==> config.mk <==
export PLATFORM = sky130hd
export DESIGN_NAME = ibea_ctrl
export DESIGN_NICKNAME = d
export VERILOG_FILES = /design/src/ibea_pkg.sv /design/src/ibea_ctrl.sv
export SDC_FILE = /design/constraint.sdc
export NUM_CORES = 1
export LEC_CHECK = 0
export BUFFER_PORTS_ARGS = -buffer_cell sky130_fd_sc_hd__buf_2
export CORE_UTILIZATION = 56
export CTS_CLUSTER_SIZE = 14
export DETAILED_ROUTE_END_ITERATION = 7
export PLACE_DENSITY_LB_ADDON = 0.2
export SLEW_MARGIN = 10
export SYNTH_ARGS = -nofsm -noshare
export SYNTH_HDL_FRONTEND = slang
export SYNTH_SLANG_ARGS = --single-unit
==> constraint.sdc <==
create_clock -name aclk -period 4.3 [get_ports aclk]
set_clock_uncertainty 0.1 [all_clocks]
set_input_delay 0.215 -clock aclk [delete_from_list [all_inputs] [get_ports aclk]]
set_output_delay 0.215 -clock aclk [all_outputs]
set_load 0.05 [all_outputs]
==> src/ibea_pkg.sv <==
// constants, types and state layout of the two-wire bus error and arbitration block
// assumes a 40 MHz system clock and an AXI4-Lite register master
package ibea_pkg;
    localparam int CLK_NS = 25;
    localparam int LINK_HALF_NS = 100;
    localparam int HALF_CYC = (LINK_HALF_NS + CLK_NS - 1) / CLK_NS;
    localparam logic [3:0] HALF_CNT = 4'(HALF_CYC - 1);
    // byte addresses
    localparam logic [7:0] A_CTRL = 8'h00;
    localparam logic [7:0] A_STAT = 8'h04;
    localparam logic [7:0] A_DATA = 8'h08;
    localparam logic [7:0] A_OWN = 8'h0C;
    localparam logic [7:0] A_IRQ_ST = 8'h10;
    localparam logic [7:0] A_IRQ_MSK = 8'h14;
    // serial_control_register bits
    localparam int CB_FLAG = 7;
    localparam int CB_ACK = 6;
    localparam int CB_START = 5;
    localparam int CB_STOP = 4;
    // irq status and mask bits
    localparam int IB_DONE = 0;
    localparam int IB_BERR = 1;
    localparam int IB_ARB = 2;
    localparam logic [6:0] OWN_RST = 7'h00;
    localparam logic [1:0] RESP_OKAY = 2'b00;
    localparam logic [1:0] RESP_SLVERR = 2'b10;
    // status codes, prescaler bits excluded
    localparam logic [7:0] STAT_CODE_MASK = 8'hF8;
    localparam logic [7:0] ST_IDLE = 8'hF8;
    localparam logic [7:0] ST_BUSERR = 8'h00;
    localparam logic [7:0] ST_START = 8'h08;
    localparam logic [7:0] ST_RSTART = 8'h10;
    localparam logic [7:0] ST_MT_SLA_ACK = 8'h18;
    localparam logic [7:0] ST_MT_SLA_NACK = 8'h20;
    localparam logic [7:0] ST_MT_DAT_ACK = 8'h28;
    localparam logic [7:0] ST_MT_DAT_NACK = 8'h30;
    localparam logic [7:0] ST_ARB_LOST = 8'h38;
    localparam logic [7:0] ST_MR_SLA_ACK = 8'h40;
    localparam logic [7:0] ST_MR_SLA_NACK = 8'h48;
    localparam logic [7:0] ST_MR_DAT_ACK = 8'h50;
    localparam logic [7:0] ST_MR_DAT_NACK = 8'h58;
    localparam logic [7:0] ST_SR_SLA = 8'h60;
    localparam logic [7:0] ST_ARB_SR = 8'h68;
    localparam logic [7:0] ST_SR_DAT_ACK = 8'h80;
    localparam logic [7:0] ST_SR_DAT_NACK = 8'h88;
    localparam logic [7:0] ST_SR_STOP = 8'hA0;
    localparam logic [7:0] ST_ST_SLA = 8'hA8;
    localparam logic [7:0] ST_ARB_ST = 8'hB0;
    localparam logic [7:0] ST_ST_DAT_ACK = 8'hB8;
    localparam logic [7:0] ST_ST_DAT_NACK = 8'hC0;
    localparam logic [7:0] ST_ST_LAST_ACK = 8'hC8;

    typedef enum logic [1:0] {PH_IDLE, PH_ADDR, PH_DATA, PH_ERR} ibea_ph_e;
    typedef enum logic [2:0] {MS_NONE, MS_WAITFREE, MS_START, MS_RSTART, MS_CLK, MS_STOP}
        ibea_ms_e;

    typedef struct packed {
        logic scl_s1, scl_s2, scl_p, sda_s1, sda_s2, sda_p;
        logic busy;
        ibea_ph_e ph;
        logic [3:0] bitcnt;
        logic mid;
        logic [7:0] rx;
        logic [7:0] tx;
        logic master, addressed, rd, got_ack, arb_lost, last_byte;
        ibea_ms_e ms;
        logic [3:0] tmr;
        logic [1:0] step;
        logic scl_low;
        logic flag, ack_en, start_req, stop_req;
        logic [7:0] code;
        logic [1:0] presc;
        logic [6:0] own;
        logic [2:0] irq_st, irq_msk;
        logic awready, wready, bvalid, arready, rvalid, aw_have, w_have, wstrb0;
        logic [1:0] bresp, rresp;
        logic [31:0] rdata;
        logic [7:0] awaddr, wdata;
        logic scl_oe, sda_oe, irq, zero;
    } ibea_state_s;
endpackage

==> src/ibea_ctrl.sv <==
// two-wire controller core: bus error, repeated start, arbitration, AXI4-Lite registers
// assumes open-drain lines resolved outside; scl_i and sda_i are asynchronous
//
// Decided for this implementation: the register addresses and the AXI4-Lite register port.
`timescale 1ns/1ps

module ibea_ctrl
    import ibea_pkg::*;
(
    // clock and reset
    input wire logic aclk,
    input wire logic aresetn,
    // AXI4-Lite slave
    input wire logic awvalid,
    output logic awready,
    input wire logic [7:0] awaddr,
    input wire logic wvalid,
    output logic wready,
    input wire logic [31:0] wdata,
    input wire logic [3:0] wstrb,
    output logic bvalid,
    input wire logic bready,
    output logic [1:0] bresp,
    input wire logic arvalid,
    output logic arready,
    input wire logic [7:0] araddr,
    output logic rvalid,
    input wire logic rready,
    output logic [31:0] rdata,
    output logic [1:0] rresp,
    // two-wire bus pins
    input wire logic scl_i,
    output logic scl_o,
    output logic scl_oe,
    input wire logic sda_i,
    output logic sda_o,
    output logic sda_oe,
    // interrupt
    output logic irq
);
    ibea_state_s s, n;
    logic rise, fall, start_det, stop_det, illegal, berr_ev, my_tx, arb_ev, do_wr, wr_ctrl;
    logic [7:0] rd_code;

    assign rise = s.scl_s2 & ~s.scl_p;
    assign fall = ~s.scl_s2 & s.scl_p;
    assign start_det = s.scl_s2 & s.scl_p & s.sda_p & ~s.sda_s2;
    assign stop_det = s.scl_s2 & s.scl_p & ~s.sda_p & s.sda_s2;
    assign illegal = (s.ph == PH_ADDR || s.ph == PH_DATA) && s.bitcnt != 4'h0;
    assign berr_ev = (start_det | stop_det) & illegal;
    assign my_tx = !s.bitcnt[3] && s.master && s.ms == MS_CLK && (s.ph == PH_ADDR || !s.rd);
    // identical bits never differ, so several masters all carry on
    assign arb_ev = rise && !start_det && !stop_det && my_tx && s.tx[~s.bitcnt[2:0]]
        && !s.sda_s2;
    assign do_wr = s.aw_have & s.w_have & ~s.bvalid;
    assign wr_ctrl = do_wr && s.awaddr == A_CTRL && s.wstrb0 && s.wdata[CB_FLAG];
    assign rd_code = s.flag ? (s.code & STAT_CODE_MASK) : ST_IDLE;

    always_comb
    begin
        n = s;
        n.scl_s1 = scl_i;
        n.scl_s2 = s.scl_s1;
        n.scl_p = s.scl_s2;
        n.sda_s1 = sda_i;
        n.sda_s2 = s.sda_s1;
        n.sda_p = s.sda_s2;
        // register bus
        if (awvalid && s.awready)
        begin
            n.aw_have = 1'b1;
            n.awaddr = awaddr;
        end
        if (wvalid && s.wready)
        begin
            n.w_have = 1'b1;
            n.wdata = wdata[7:0];
            n.wstrb0 = wstrb[0];
        end
        if (s.bvalid && bready)
            n.bvalid = 1'b0;
        if (do_wr)
        begin
            n.aw_have = 1'b0;
            n.w_have = 1'b0;
            n.bvalid = 1'b1;
            n.bresp = RESP_OKAY;
            if (s.awaddr == A_CTRL)
            begin
                if (s.wstrb0)
                begin
                    n.ack_en = s.wdata[CB_ACK];
                    n.start_req = s.wdata[CB_START];
                    n.stop_req = s.wdata[CB_STOP];
                end
            end
            else if (s.awaddr == A_STAT)
            begin
                if (s.wstrb0)
                    n.presc = s.wdata[1:0];
            end
            else if (s.awaddr == A_DATA)
            begin
                if (s.wstrb0)
                    n.tx = s.wdata;
            end
            else if (s.awaddr == A_OWN)
            begin
                if (s.wstrb0)
                    n.own = s.wdata[7:1];
            end
            else if (s.awaddr == A_IRQ_MSK)
            begin
                if (s.wstrb0)
                    n.irq_msk = s.wdata[2:0];
            end
            else if (s.awaddr != A_IRQ_ST)
                n.bresp = RESP_SLVERR;
        end
        // while the flag is clear no software action is needed: engine runs on
        if (wr_ctrl)
        begin
            n.flag = 1'b0;
            if (s.addressed && s.rd)
                n.last_byte = ~s.wdata[CB_ACK];
            if (s.ph == PH_ERR && s.wdata[CB_STOP])
            begin
                n.ph = PH_IDLE;
                n.stop_req = 1'b0;
                n.master = 1'b0;
                n.addressed = 1'b0;
                n.ms = MS_NONE;
            end
            else if (s.master && s.wdata[CB_START])
            begin
                n.ms = MS_RSTART;
                n.step = 2'd0;
                n.tmr = 4'h0;
            end
            else if (s.master && s.wdata[CB_STOP])
            begin
                n.ms = MS_STOP;
                n.step = 2'd0;
                n.tmr = 4'h0;
            end
            else if (!s.master && s.wdata[CB_START])
                n.ms = MS_WAITFREE;
        end
        if (s.rvalid && rready)
            n.rvalid = 1'b0;
        if (arvalid && s.arready)
        begin
            n.rvalid = 1'b1;
            n.rresp = RESP_OKAY;
            n.rdata = 32'h0;
            if (araddr == A_CTRL)
                n.rdata[7:0] = {s.flag, s.ack_en, s.start_req, s.stop_req, 4'h0};
            else if (araddr == A_STAT)
                n.rdata[7:0] = {rd_code[7:3], 1'b0, s.presc};
            else if (araddr == A_DATA)
                n.rdata[7:0] = s.rx;
            else if (araddr == A_OWN)
                n.rdata[7:0] = {s.own, 1'b0};
            else if (araddr == A_IRQ_ST)
            begin
                n.rdata[2:0] = s.irq_st;
                n.irq_st = 3'h0;
            end
            else if (araddr == A_IRQ_MSK)
                n.rdata[2:0] = s.irq_msk;
            else
                n.rresp = RESP_SLVERR;
        end
        // bus monitor and bit engine
        if (start_det || stop_det)
        begin
            n.busy = start_det;
            n.bitcnt = 4'h0;
            n.mid = 1'b0;
            if (illegal)
            begin
                n.ph = PH_ERR;
                n.master = 1'b0;
                n.addressed = 1'b0;
                n.ms = MS_NONE;
                n.scl_low = 1'b0;
                n.flag = 1'b1;
                n.code = ST_BUSERR;
                n.irq_st[IB_BERR] = 1'b1;
            end
            else if (start_det)
            begin
                n.ph = PH_ADDR;
                n.addressed = 1'b0;
                n.arb_lost = 1'b0;
            end
            else
            begin
                if (s.addressed && !s.rd && s.ph == PH_DATA)
                begin
                    n.flag = 1'b1;
                    n.code = ST_SR_STOP;
                end
                if (s.ph != PH_ERR)
                    n.ph = PH_IDLE;
                n.addressed = 1'b0;
            end
        end
        else if (s.ph == PH_ADDR || s.ph == PH_DATA)
        begin
            if (rise)
            begin
                n.mid = 1'b1;
                if (s.bitcnt[3])
                    n.got_ack = ~s.sda_s2;
                else
                    n.rx = {s.rx[6:0], s.sda_s2};
                if (arb_ev)
                begin
                    n.master = 1'b0;
                    n.ms = MS_NONE;
                    n.scl_low = 1'b0;
                    if (s.ph == PH_ADDR && s.bitcnt != 4'd7)
                        n.arb_lost = 1'b1;
                    else
                    begin
                        n.ph = PH_IDLE;
                        n.flag = 1'b1;
                        n.code = ST_ARB_LOST;
                        n.irq_st[IB_ARB] = 1'b1;
                    end
                end
            end
            if (fall && s.mid)
            begin
                n.mid = 1'b0;
                n.bitcnt = s.bitcnt + 4'h1;
                if (s.bitcnt == 4'd7 && s.ph == PH_ADDR)
                begin
                    n.rd = s.master ? s.tx[0] : s.rx[0];
                    n.addressed = !s.master && s.rx[7:1] == s.own && s.ack_en;
                end
                if (s.bitcnt[3])
                begin
                    n.bitcnt = 4'h0;
                    n.flag = 1'b1;
                    n.ph = PH_DATA;
                    if (s.master && s.ph == PH_ADDR)
                        n.code = s.rd ? (s.got_ack ? ST_MR_SLA_ACK : ST_MR_SLA_NACK)
                            : (s.got_ack ? ST_MT_SLA_ACK : ST_MT_SLA_NACK);
                    else if (s.master)
                        n.code = s.rd ? (s.got_ack ? ST_MR_DAT_ACK : ST_MR_DAT_NACK)
                            : (s.got_ack ? ST_MT_DAT_ACK : ST_MT_DAT_NACK);
                    else if (s.ph == PH_ADDR && s.addressed)
                    begin
                        n.last_byte = 1'b0;
                        n.code = s.rd ? (s.arb_lost ? ST_ARB_ST : ST_ST_SLA)
                            : (s.arb_lost ? ST_ARB_SR : ST_SR_SLA);
                    end
                    else if (s.ph == PH_ADDR)
                    begin
                        n.ph = PH_IDLE;
                        n.flag = s.arb_lost;
                        n.code = ST_ARB_LOST;
                        n.irq_st[IB_ARB] = s.arb_lost;
                    end
                    else if (s.rd)
                    begin
                        n.code = !s.got_ack ? ST_ST_DAT_NACK
                            : (s.last_byte ? ST_ST_LAST_ACK : ST_ST_DAT_ACK);
                        if (!s.got_ack || s.last_byte)
                        begin
                            n.addressed = 1'b0;
                            n.ph = PH_IDLE;
                        end
                    end
                    else
                    begin
                        n.code = s.got_ack ? ST_SR_DAT_ACK : ST_SR_DAT_NACK;
                        if (!s.got_ack)
                        begin
                            n.addressed = 1'b0;
                            n.ph = PH_IDLE;
                        end
                    end
                    if (!s.master && s.ph == PH_ADDR)
                        n.arb_lost = 1'b0;
                end
            end
        end
        // master clock and condition generator
        case (s.ms)
            MS_WAITFREE:
                if (!s.busy)
                begin
                    n.ms = MS_START;
                    n.tmr = 4'h0;
                    n.scl_low = 1'b0;
                end
            MS_START:
            begin
                n.tmr = s.tmr + 4'h1;
                if (s.tmr == HALF_CNT)
                begin
                    n.tmr = 4'h0;
                    n.scl_low = 1'b1;
                    n.ms = MS_CLK;
                    n.master = 1'b1;
                    n.flag = 1'b1;
                    n.code = s.master ? ST_RSTART : ST_START;
                    n.start_req = 1'b0;
                end
            end
            MS_RSTART, MS_STOP:
            begin
                if (s.step == 2'd0 || s.scl_s2)
                    n.tmr = s.tmr + 4'h1;
                if (s.tmr == HALF_CNT)
                begin
                    n.tmr = 4'h0;
                    n.step = s.step + 2'd1;
                    n.scl_low = 1'b0;
                    if (s.step == 2'd1 && s.ms == MS_RSTART)
                        n.ms = MS_START;
                    else if (s.step == 2'd2)
                    begin
                        n.ms = s.start_req ? MS_WAITFREE : MS_NONE;
                        n.master = 1'b0;
                        n.stop_req = 1'b0;
                        n.ph = PH_IDLE;
                    end
                end
            end
            MS_CLK:
                if (s.flag)
                begin
                    n.scl_low = 1'b1;
                    n.tmr = 4'h0;
                end
                else if (s.scl_low || s.scl_s2)
                begin
                    n.tmr = s.tmr + 4'h1;
                    if (s.tmr == HALF_CNT)
                    begin
                        n.tmr = 4'h0;
                        n.scl_low = ~s.scl_low;
                    end
                end
            default:
                n.scl_low = 1'b0;
        endcase
        // pin drive, interrupt and bus handshake outputs
        if (n.ms == MS_START || n.ms == MS_RSTART || n.ms == MS_STOP)
            n.sda_oe = n.ms == MS_START || (n.ms == MS_STOP && n.step != 2'd2);
        else if (n.ph == PH_ADDR || n.ph == PH_DATA)
        begin
            if (!n.bitcnt[3])
                n.sda_oe = ((n.master && (n.ph == PH_ADDR || !n.rd))
                    || (n.addressed && n.rd && n.ph == PH_DATA)) && !n.tx[~n.bitcnt[2:0]];
            else
                n.sda_oe = (n.ph == PH_ADDR && n.addressed)
                    || (n.ph == PH_DATA && n.ack_en && n.rd == n.master
                    && (n.master || n.addressed));
        end
        else
            n.sda_oe = 1'b0;
        n.scl_oe = (n.ms != MS_NONE && n.ms != MS_WAITFREE) ? n.scl_low
            : (n.flag && n.addressed && n.ph == PH_DATA);
        if (n.flag && !s.flag)
            n.irq_st[IB_DONE] = 1'b1;
        n.irq = |(n.irq_st & n.irq_msk);
        n.awready = ~n.aw_have & ~n.bvalid;
        n.wready = ~n.w_have & ~n.bvalid;
        n.arready = ~n.rvalid;
        n.zero = 1'b0;
    end

    always_ff @(posedge aclk)
    begin
        if (!aresetn)
        begin
            s <= '0;
            s.scl_s1 <= 1'b1;
            s.scl_s2 <= 1'b1;
            s.scl_p <= 1'b1;
            s.sda_s1 <= 1'b1;
            s.sda_s2 <= 1'b1;
            s.sda_p <= 1'b1;
            s.own <= OWN_RST;
        end
        else
            s <= n;
    end

    assign awready = s.awready;
    assign wready = s.wready;
    assign bvalid = s.bvalid;
    assign bresp = s.bresp;
    assign arready = s.arready;
    assign rvalid = s.rvalid;
    assign rdata = s.rdata;
    assign rresp = s.rresp;
    assign scl_o = s.zero;
    assign sda_o = s.zero;
    assign scl_oe = s.scl_oe;
    assign sda_oe = s.sda_oe;
    assign irq = s.irq;
endmodule

==> summary.txt, run 1 <==
Timing
  – Worst-Margin Slew: between 800 and 900 ps
  – Setup TNS Final: 0 ps
  – RSZ-0062 raised after global routing: false
  – Max Slew Vio Count: 0
  – Final period util: 86.0%
  – Final Hold Viols: 0
  – Min Tclk post-route: roughly 3700 ps
  – Final setup viols: 0
  – Relative slew slack: roughly 41%
  – Fmax: 271 MHz

Die
  – Core Area: between 10000 and 15000 um^2
  – Boundary Pins: 107
  – Die Area: between 10000 and 15000 um^2
  – FP Rows: 37
  – Die Span X: 107 um
  – Die height: 107 um
  – Starting density of the core: 58.5%

Clock network
  – Worst-skew pair later-pin latency: 380 ps
  – CTS Buf Count: 9
  – TritonCTS clock tree: built
  – Clk buf depth: 2
  – Post-CTS Resized: 0
  – Clock sink count: 107
  – H-tree depth: 3
  – Root buffer cell: clkbuf_8
  – CTS clk-pin slew, worst paths: about 110 ps

Global routing
  – Number of global-route vias before repair: between 5000 and 6000
  – Grt total ovfl: 0
  – First-pass GRT wire length: 25.4 mm
  – All-Layer GR Usage: ~29%
  – Initial antenna violation count: 0
  – Largest net degree at the start of global routing: 49

Routing
  – Via count: 5613
  – Post-route antenna net violation count: 0
  – Drt drc: 0
  – DRT Pass-1 Iters: 5
  – DR iter-0 viols: slightly below 400
  – Vias per cell: slightly below 6
  – WL/cell: ~17 um
  – Final wirelength: 15.9 mm

Power and ir drop
  – Clock Power Share: 33.6%
  – Leakage: 2.63 nW
  – Logic gate share of total power: 12.1%
  – Switching share of power: 29.3%
  – Switching power of the nets: 560 uW
  – Total power: 1.91 mW
  – Seq pwr share: 54.3%
  – Peak VDD IR: around 0.19 mV
  – PD cells: 289 nW/um^2
  – P_int: 1.35 mW

Logic synthesis
  – FF+latch count, synth: between 100 and 150
  – Seq/Total Area, Yosys: 35.0%
  – Post-synthesis cell type count: 72
  – Mapped Avg Cell Area: 7.93 um^2
  – Number of synthesized flops with an enable pin: 0
  – Gate count of the mapped netlist: roughly 770
  – Ys Warns: 0
  – Ys flop type: dfxtp_1
  – Syn Std Cell Area: 6120 um^2
  – Asr flop ratio synth: 0%

Critical path
  – CP Max Fanout: 12
  – Worst endpoint data arrival time: around 3900 ps
  – Worst setup SP type: flop
  – CP Data Required Time: 4480 ps
  – Element type at the critical path end: flop
  – RR Startpoint: s[128]
  – CP Class: flop to flop
  – Critical Path Source: s[128]

Min path
  – Min-Delay Path Class: primary input to flop
  – Hold path startpoint: bready

Placed design
  – Number of port buffers: 51
  – Post-DP HPWL: 11.2 mm
  – GPL Wtd Cong: 0.929

Finish
  – Most common cell after layout, fill and taps aside: dfxtp_1
  – Nets: 880
  – Layout area overhead: 8.20%
  – Layout cell share with drive strength beyond 1: 10.5%
  – Most frequent cells in the layout: 107 x dfxtp_1, 89 x nand2_1, 77 x nor2_1
  – Antenna diode instance count: 0

Status
  – Status: finished clean

Job
  – Max Cap Viol: 0
-- kinds of logic after synthesis --
logic type / Yosys count / share of synthesized area (%)
AND/OR/NAND/NOR: 306 / 25.2
AO/OA/AOI/OAI: 181 / 19.1
buffers and inverters: 111 / 9.20
flip-flops: 107 / 35.0
multiplexers: 44 / 7.32
adder cells (fa/ha/maj): 15 / 3.07
XOR/XNOR: 7 / 1.00
other: 1 / 0.0613
-- worst paths after layout --
path              endpoint  slack, ps  depth (start not counted)
setup reg to reg    sda_oe        600                         14
hold reg to reg     n[131]        330                          1
setup / recovery    sda_oe        600                         14
hold / removal      bvalid         20                          3
-- through the flow --
stage	util (%)	hold slack (ps)	setup slack, ps	cell area (um^2)	std cells
2_1_floorplan	-	216	1220	6220	799
3_3_place_gp	59.7	293	763	6240	911
3_5_place_dp	59.7	299	666	6240	911
4_1_cts	63.3	7.51	634	6620	945
5_1_grt	63.3	8.09	388	6620	945
6_report	63.3	17.0	603	6620	945
-- power by group through the flow --
stage | Sequential [mW] | Combinational (mW) | Clock, mW
2_1_floorplan | 1.06 | 0.192 | 0
3_3_place_gp | 1.06 | 0.213 | 0
3_5_place_dp | 1.06 | 0.216 | 0
4_1_cts | 1.04 | 0.229 | 0.650
5_1_grt | 1.04 | 0.250 | 0.691
6_report | 1.04 | 0.231 | 0.643
-- worst max-delay path: stages (launching register included) --
cell      delay [ps]
dfxtp_1          420
inv_1             70
ha_1             450
nor4bb_1         310
buf_4            210
nand2_1          120
a21oi_1          210
a311oi_1          80
a211oi_1         330
ha_1             210
inv_1             70
or4_1            510
a31oi_1          220
a31oi_1           90
o41ai_2          220
-- final cells by class --
| cell class | instances | area [um^2] |
|---|---|---|
| Sequential cell | 107 | 2140 |
| Fill cell | 927 | 3840 |
| Timing Repair Buffer | 75 | 480 |
| Inverter | 30 | 113 |
| Multi-Input combinational cell | 581 | 3520 |
| Clock inverter | 6 | 72.6 |
| Tap cell | 136 | 170 |
| Clock buffer | 10 | 128 |
-- cells in the mapped netlist, drive strengths merged (7+ instances only) --
library cell  count  area [um^2]
a211oi            9         67.6
a21oi            62          310
a31oi            13         81.3
and2             11         68.8
and3              9         56.3
buf              44          312
clkbuf           37          139
dfxtp           107         2140
ha               15          188
inv              30          113
mux2i            38          380
nand2            89          334
nand2b           20          125
nand3            26          130
nor2             77          289
nor2b             9         56.3
nor3             14         75.1
o211ai            9         67.6
o21ai            34          174
or3               8         50.1
xor2              7         61.3
-- layer usage --
layer,wire length (um),share of wire [%],track usage [%],vias up
li1,-,-,-,2751
met1,7140,45,38.3,2626
met2,7300,46,46.2,208
met3,1020,6.4,3.99,28
met4,390,2.5,11.7,0
met5,0,0,0,-
-- sequential cells by signal (all words and copies together), names as in the netlist --
name     flops
scl_oe       1
arready      1
awready      1
n            4
bvalid       1
bresp        1
wready       1
rresp        1
sda_oe       1
rvalid       1
rdata        8
s           85
irq          1
-- what timing repair did --
action | in CTS | in global routing
buffers inserted | 0 | 0
endpoints found under the hold margin | 18 | 0
hold buffers | 18 | 0
endpoints found under the setup margin | 0 | 0
(Power assumes the default switching activity.)
==> run 2, diff against run 1 <==
--- a/config.mk
+++ b/config.mk
@@ -5,6 +5,7 @@
 export SDC_FILE = /design/constraint.sdc
 export NUM_CORES = 1
 export LEC_CHECK = 0
+export ABC_AREA = 1
 export BUFFER_PORTS_ARGS = -buffer_cell sky130_fd_sc_hd__buf_2
 export CORE_UTILIZATION = 56
 export CTS_CLUSTER_SIZE = 14
==> summary.txt, run 2 <==
Logic synthesis
  – Ys flop type: dfxtp_1
  – Mapped Avg Cell Area: 6.74 um^2 (-15%)
  – Synth area leaders: dfxtp_1 33%, nand2_1 11%, inv_1 6.8%, a21oi_1 6.3%, o21ai_0 5.7%
  – Top-count cell post-synth: nand2_1
  – FF+latch count, synth: 107 (unchanged)
  – Asr flop ratio synth: 0% (unchanged)
  – Number of synthesized flops with an enable pin: 0 (unchanged)
  – Syn Std Cell Area: 6400 um^2 (+4.6%)
  – Area share of the largest cell type after synthesis: 33.5% (-1.5 points)
  – Cell type with the largest total area after synthesis: dfxtp_1
  – Post-synthesis cell type count: 55 (-24%)
  – Seq/Total Area, Yosys: 33.5% (-1.5 points)
  – Gate count of the mapped netlist: 950 (+23%)
  – Synth top cells by count: 195 x nand2_1, 116 x inv_1, 107 x dfxtp_1
  – Ys Warns: 0 (unchanged)

Finish
  – Most common cell after layout, fill and taps aside: nand2_1
  – Most frequent cells in the layout: 195 x nand2_1, 116 x inv_1, 107 x dfxtp_1
  – Layout cell share with drive strength beyond 1: 13.7% (+3.2 points)
  – Flip-flop count of the largest register after layout: 85 (unchanged)
  – Antenna diode instance count: 0 (unchanged)
  – Top reg by flops: s
  – Nets: 1058 (+20%)
  – Final instance area: 6870 um^2 (+3.6%)
  – Layout area overhead: 7.21%

Timing
  – Final period util: 68.3% (-18 points)
  – Relative slew slack: 36.2% (-4.4 points)
  – RSZ-0062 raised after global routing: false
  – Min Tclk post-route: 2940 ps (-759 ps)
  – Worst-Margin Slew: 953 ps (+68.9 ps)
  – Worst Hold Margin: 6.32 ps (-10.7 ps)
  – Fmax: 340 MHz (+26%)
  – Max Slew Vio Count: 0 (unchanged)
  – Final Hold Viols: 0 (unchanged)
  – Final setup viols: 0 (unchanged)
  – Setup TNS Final: 0 ps (unchanged)

Job
  – Max Cap Viol: 0 (unchanged)

Routing
  – Final wirelength: 15.7 mm (-0.75%)
  – DRT Pass-1 Iters: 5 (unchanged)
  – DR iter-0 viols: 466 (+18%)
  – WL/cell: 14.0 um (-17%)
  – Drt drc: 0 (unchanged)
  – Post-route antenna net violation count: 0 (unchanged)
  – Vias per cell: 5.40 (-9.1%)
  – Via count: 6088 (+8.5%)

Power and ir drop
  – Total power: 2.11 mW (+11%)
  – Leakage: 3.04 nW (+16%)
  – Peak VDD IR: 0.294 mV (+51%)
  – PD cells: 308 nW/um^2 (+6.6%)

Die
  – Core Area: 11000 um^2 (+5.0%)
  – Die Span X: 109 um (+2.2%)
  – Boundary Pins: 107 (unchanged)
  – FP Rows: 38 (+2.7%)
  – Die Area: 11900 um^2 (+4.5%)
  – Die height: 109 um (+2.2%)
  – Starting density of the core: 58.3% (-0.21 points)

Placed design
  – Placed cell area: 6560 um^2 (+5.1%)
  – GPL Wtd Cong: 0.927 (-0.27%)
  – Number of port buffers: 51 (unchanged)
  – Post-DP HPWL: 11.9 mm (+5.5%)

Critical path
  – CP Class: flop to flop
  – Element type at the critical path end: flop
  – CP Max Fanout: 16 (+4)
  – CP Data Required Time: 4420 ps (-60 ps)
  – Worst setup SP type: flop
  – Worst endpoint data arrival time: 3060 ps (-820 ps)
  – R2r setup slk: 1360 ps (+760 ps)

Clock network
  – CTS Buf Count: 9 (unchanged)
  – H-tree depth: 3 (unchanged)
  – Root buffer cell: clkbuf_16
  – Clock sink count: 107 (unchanged)
  – TritonCTS clock tree: built
  – Worst-skew pair later-pin latency: 360 ps (-20 ps)
  – Clk buf depth: 2 (unchanged)
  – CTS clk-pin slew, worst paths: 80 ps (-30 ps)
  – Postcts setup bufs: 0 (unchanged)

Global routing
  – Initial antenna violation count: 0 (unchanged)
  – Number of global-route vias before repair: 5306 (+3.0%)
  – Grt total ovfl: 0 (unchanged)
  – First-pass GRT wire length: 25.8 mm (+1.5%)
  – All-Layer GR Usage: 27.9% (-0.72 points)
  – Largest net degree at the start of global routing: 45 (-8.2%)

Min path
  – Min-Delay Path Class: primary input to flop

Status
  – Status: finished clean
[run 2: path summary, 6_finish.rpt]
path | startpoint | end | depth (start not counted)
min reg2reg | n[135] | n[134] | 1
max reg2reg | s[106] | sda_oe | 20
max | s[106] | sda_oe | 20
min | wdata[2] | s[6] | 3
[run 2: cell type report]
class | instances | area, um^2
clock buffer | 10 | 239
clock inverter | 6 | 46.3
fill | 1054 | 4120
inverter | 132 | 498
multi-input combinational | 677 | 3470
sequential | 107 | 2140
tap | 140 | 175
timing repair buffer | 55 | 290
[run 2: report_power, final]
| part | leakage, nW | internal (mW) | total, mW | switching, mW |
|---|---|---|---|---|
| Combinational | 2.03 | 0.0657 | 0.264 | 0.199 |
| Sequential | 0.868 | 1.02 | 1.05 | 0.0300 |
| Clock | 0.141 | 0.415 | 0.803 | 0.388 |
[run 2: per-layer routing]
metal | global-route usage [%] | part of all wire, % | routed length, um
met2 | 43.9 | 44 | 6920
met1 | 36.9 | 48 | 7490
met3 | 5.44 | 5.3 | 835
met5 | 0 | 0 | 0
met4 | 11.9 | 3.1 | 488
[run 2: kinds of logic after synthesis]
kind of cell    synth area share, %
other cells                  0.0586
fa+ha+maj                      2.93
simple gates                   30.8
buf+inv                        13.9
flops                          33.5
xor+xnor                      0.410
compound gates                 18.4
[run 2: worst max-delay path, stage by stage, from the launching register on]
cell and delay [ps]:
dfxtp_1 730, inv_2 170, nor2_1 160, nand2_1 80, nor2_2 140, nand3_2 110
nor2_4 130, nand2_4 80, nand2_4 80, nand2_2 80, nand3_1 70, nand3_1 80
nand3_1 120, inv_1 60, ha_1 210, nand4_1 90, nand2_1 60, nand2_1 60
nand2_1 50, nand3_1 80, a21oi_1 60
[run 2: timing repair]
item | in CTS | in global routing
hold buffers | 2 | 0
endpoints found under the hold margin | 2 | 0
resized for setup | 0 | 0
[run 2: metrics by stage]
step / utilization, % / instances / setup WS, ps
after detailed placement: 59.7 / 1109 / 1470
after floorplan: - / 977 / 1870
after global routing: 62.5 / 1127 / 1050
final: 62.5 / 1127 / 1360
after CTS: 62.5 / 1127 / 1390
after global placement: 59.7 / 1109 / 1510
==> run 3, diff against run 2 <==
==> constraint.sdc (replaced) <==
create_clock -name aclk -period 3.04 [get_ports aclk]
set_clock_uncertainty 0.1 [all_clocks]
set_input_delay 0.152 -clock aclk [delete_from_list [all_inputs] [get_ports aclk]]
set_output_delay 0.152 -clock aclk [all_outputs]
set_load 0.05 [all_outputs]
==> summary.txt, run 3 (synthesized netlist as in run 2, its figures left out) <==
Critical path
  – RR Startpoint: s[129]
  – Element type at the critical path end: flop
  – CP Data Required Time: 3160 ps (-1260 ps)
  – CP max stage delay: 420 ps (-310 ps)
  – Slowest CP cell: dfxtp_1
  – Worst reg-to-reg path cell count: 23 (+15%)
  – Worst endpoint data arrival time: 2820 ps (-240 ps)
  – Most used cell, CP: nand2_1
  – CP cell instances: inv_1 > ha_4 > inv_2 > nand2_2 > nand2_1 > nor2_2 > nand3_2 > nor2_4 > nand2_4 > nand2_4 > nand2_2 > nand3_1 > nand2_1 > nand2_1 > nor2_1 > inv_1 > ha_1 > nand4_1 > nand2_1 > nand2_1 > nand2_1 > nand3_1 > a21oi_1
  – Worst r2r dst: sda_oe
  – CP Max Fanout: 10 (-6)
  – Buf/Inv on CP: 3 (+1)
  – Worst setup SP type: flop
  – CP Class: flop to flop
  – R2r setup slk: 340 ps (-1020 ps)
  – Critical Path Stages: 23 (+15%)
  – Top Family by Delay on Critical Path: simple AND/OR/NAND/NOR gates

Timing
  – Final setup viols: 0 (unchanged)
  – Setup TNS Final: 0 ps (unchanged)
  – Worst setup margin: 342 ps (-1020 ps)
  – Relative slew slack: 59.1% (+23 points)
  – RSZ-0062 raised after global routing: false
  – Max Slew Vio Count: 0 (unchanged)
  – Min Tclk post-route: 2700 ps (-239 ps)
  – Final Hold Viols: 0 (unchanged)
  – Worst-Margin Slew: 608 ps (-345 ps)
  – Final period util: 88.8% (+20 points)
  – Fmax: 371 MHz (+8.9%)

Routing
  – Vias per cell: 5.51 (+2.1%)
  – Post-route antenna net violation count: 0 (unchanged)
  – Drt drc: 0 (unchanged)
  – WL/cell: 14.4 um (+3.1%)
  – DRT Pass-1 Iters: 6 (+1)
  – DR iter-0 viols: 576 (+24%)
  – Final wirelength: 16.5 mm (+5.1%)
  – Via count: 6336 (+4.1%)

Placed design
  – Number of port buffers: 51 (unchanged)
  – Placed cell area: 6600 um^2 (+0.57%)
  – Post-Place Cells: 1114 (+0.45%)
  – Pre-CTS setup slack: 252 ps (-1220 ps)
  – Post-DP HPWL: 12.1 mm (+2.3%)
  – GPL Wtd Cong: 0.947 (+2.1%)

Die
  – Boundary Pins: 107 (unchanged)
  – Core Area: 11000 um^2 (unchanged)
  – Die Span X: 109 um (unchanged)
  – Die Area: 11900 um^2 (unchanged)
  – Die height: 109 um (unchanged)
  – Starting density of the core: 58.3% (unchanged)
  – FP Rows: 38 (unchanged)

Finish
  – Most common cell after layout, fill and taps aside: nand2_1
  – Nets: 1080 (+2.1%)
  – Antenna diode instance count: 0 (unchanged)
  – Layout cell share with drive strength beyond 1: 14.1% (+0.40 points)
  – Top reg by flops: s
  – Flip-flop count of the largest register after layout: 85 (unchanged)
  – Fin util: 64.9% (+2.4 points)
  – Non-filler cells, final: 1149 (+2.0%)
  – Layout area overhead: 11.4%
  – Final instance area: 7130 um^2 (+3.9%)
  – Most frequent cells in the layout: 195 x nand2_1, 116 x inv_1, 106 x dfxtp_1

Global routing
  – First-pass GRT wire length: 27.0 mm (+4.8%)
  – Grt total ovfl: 0 (unchanged)
  – All-Layer GR Usage: 29.3% (+1.4 points)
  – Largest net degree at the start of global routing: 45 (unchanged)
  – Number of global-route vias before repair: 5654 (+6.6%)
  – Initial antenna violation count: 0 (unchanged)

Clock network
  – TritonCTS clock tree: built
  – CTS Buf Count: 9 (unchanged)
  – CTS clk-pin slew, worst paths: 80 ps (about the same)
  – H-tree depth: 3 (unchanged)
  – Clk buf depth: 2 (unchanged)
  – Postcts setup bufs: 0 (unchanged)
  – Root buffer cell: clkbuf_16
  – Clock sink count: 107 (unchanged)
  – Worst-skew pair later-pin latency: 360 ps (about the same)

Job
  – Max Cap Viol: 0 (unchanged)

Min path
  – Hold path startpoint: wdata[5]
  – Hold depth: 3 (unchanged)
  – Min-Delay Path Class: primary input to flop
  – Hold Path End: s[9]

Power and ir drop
  – PD cells: 446 nW/um^2 (+45%)
  – Leakage: 3.17 nW (+4.2%)
  – Peak VDD IR: 0.454 mV (+54%)

Status
  – Status: finished clean
-- run 3: cell types whose count changed in the layout (fill, tap and decap cells not counted), sizes merged --
cell / before / now
dlygate4sd3: 2 / 19
bufinv: 0 / 2
clkinvlp: 1 / 0
clkbuf: 10 / 9
buf: 53 / 58
-- run 3: worst max path at each step --
stage,slack (ps),start,end
6_report,340,s[129],sda_oe
5_1_grt,30,s[129],sda_oe
4_1_cts,230,s[128],sda_oe
3_5_place_dp,250,s[128],sda_oe
3_3_place_gp,300,s[128],sda_oe
2_1_floorplan,610,s[128],sda_oe
-- run 3: power breakdown --
part           switching (mW)  leakage, nW  internal, mW  total (mW)
registers              0.0418        0.869          1.44        1.48
clock network           0.561        0.163         0.737        1.30
logic                   0.289         2.14         0.111       0.400
total                   0.891         3.17          2.29        3.18
-- run 3: stage by stage --
step                      power [mW]  hold slack (ps)
after global routing            3.30             21.8
after floorplan                 1.83              159
after detailed placement        1.88              242
after global placement          1.88              236
final                           3.18             5.15
after CTS                       3.19             2.86
-- run 3: per-layer routing --
layer  up-vias  share of wire (%)  global-route usage (%)
met4         0                2.5                    9.56
met5         -                  0                       0
met3        42                6.2                    5.92
met1      2896                 45                    38.0
met2       239                 46                    48.2
li1       3159                  -                       -
-- run 3: layout make-up --
cell class	instances	area [um^2]
well taps	140	175
inverters	132	498
repair buffers	77	498
fillers	1021	3850
clock inverters	7	106
multi-input cells	677	3490
clock buffers	9	225
flip-flops and latches	107	2140
-- run 3: worst reg2reg max path: stages (launching register included) --
cell and delay, ps:
dfxtp_1 420, inv_1 100, ha_4 190, inv_2 140, nand2_2 90, nand2_1 80, nor2_2 60, nand3_2 80
nor2_4 50, nand2_4 90, nand2_4 60, nand2_2 90, nand3_1 70, nand2_1 60, nand2_1 50, nor2_1 140
inv_1 80, ha_1 240, nand4_1 100, nand2_1 50, nand2_1 60, nand2_1 50, nand3_1 70, a21oi_1 50
-- run 3: what timing repair did --
item | CTS | global route
hold buffers | 19 | 0
hold endpoints to repair | 16 | 0
resized for setup | 0 | 3
setup endpoints to repair | 0 | 1
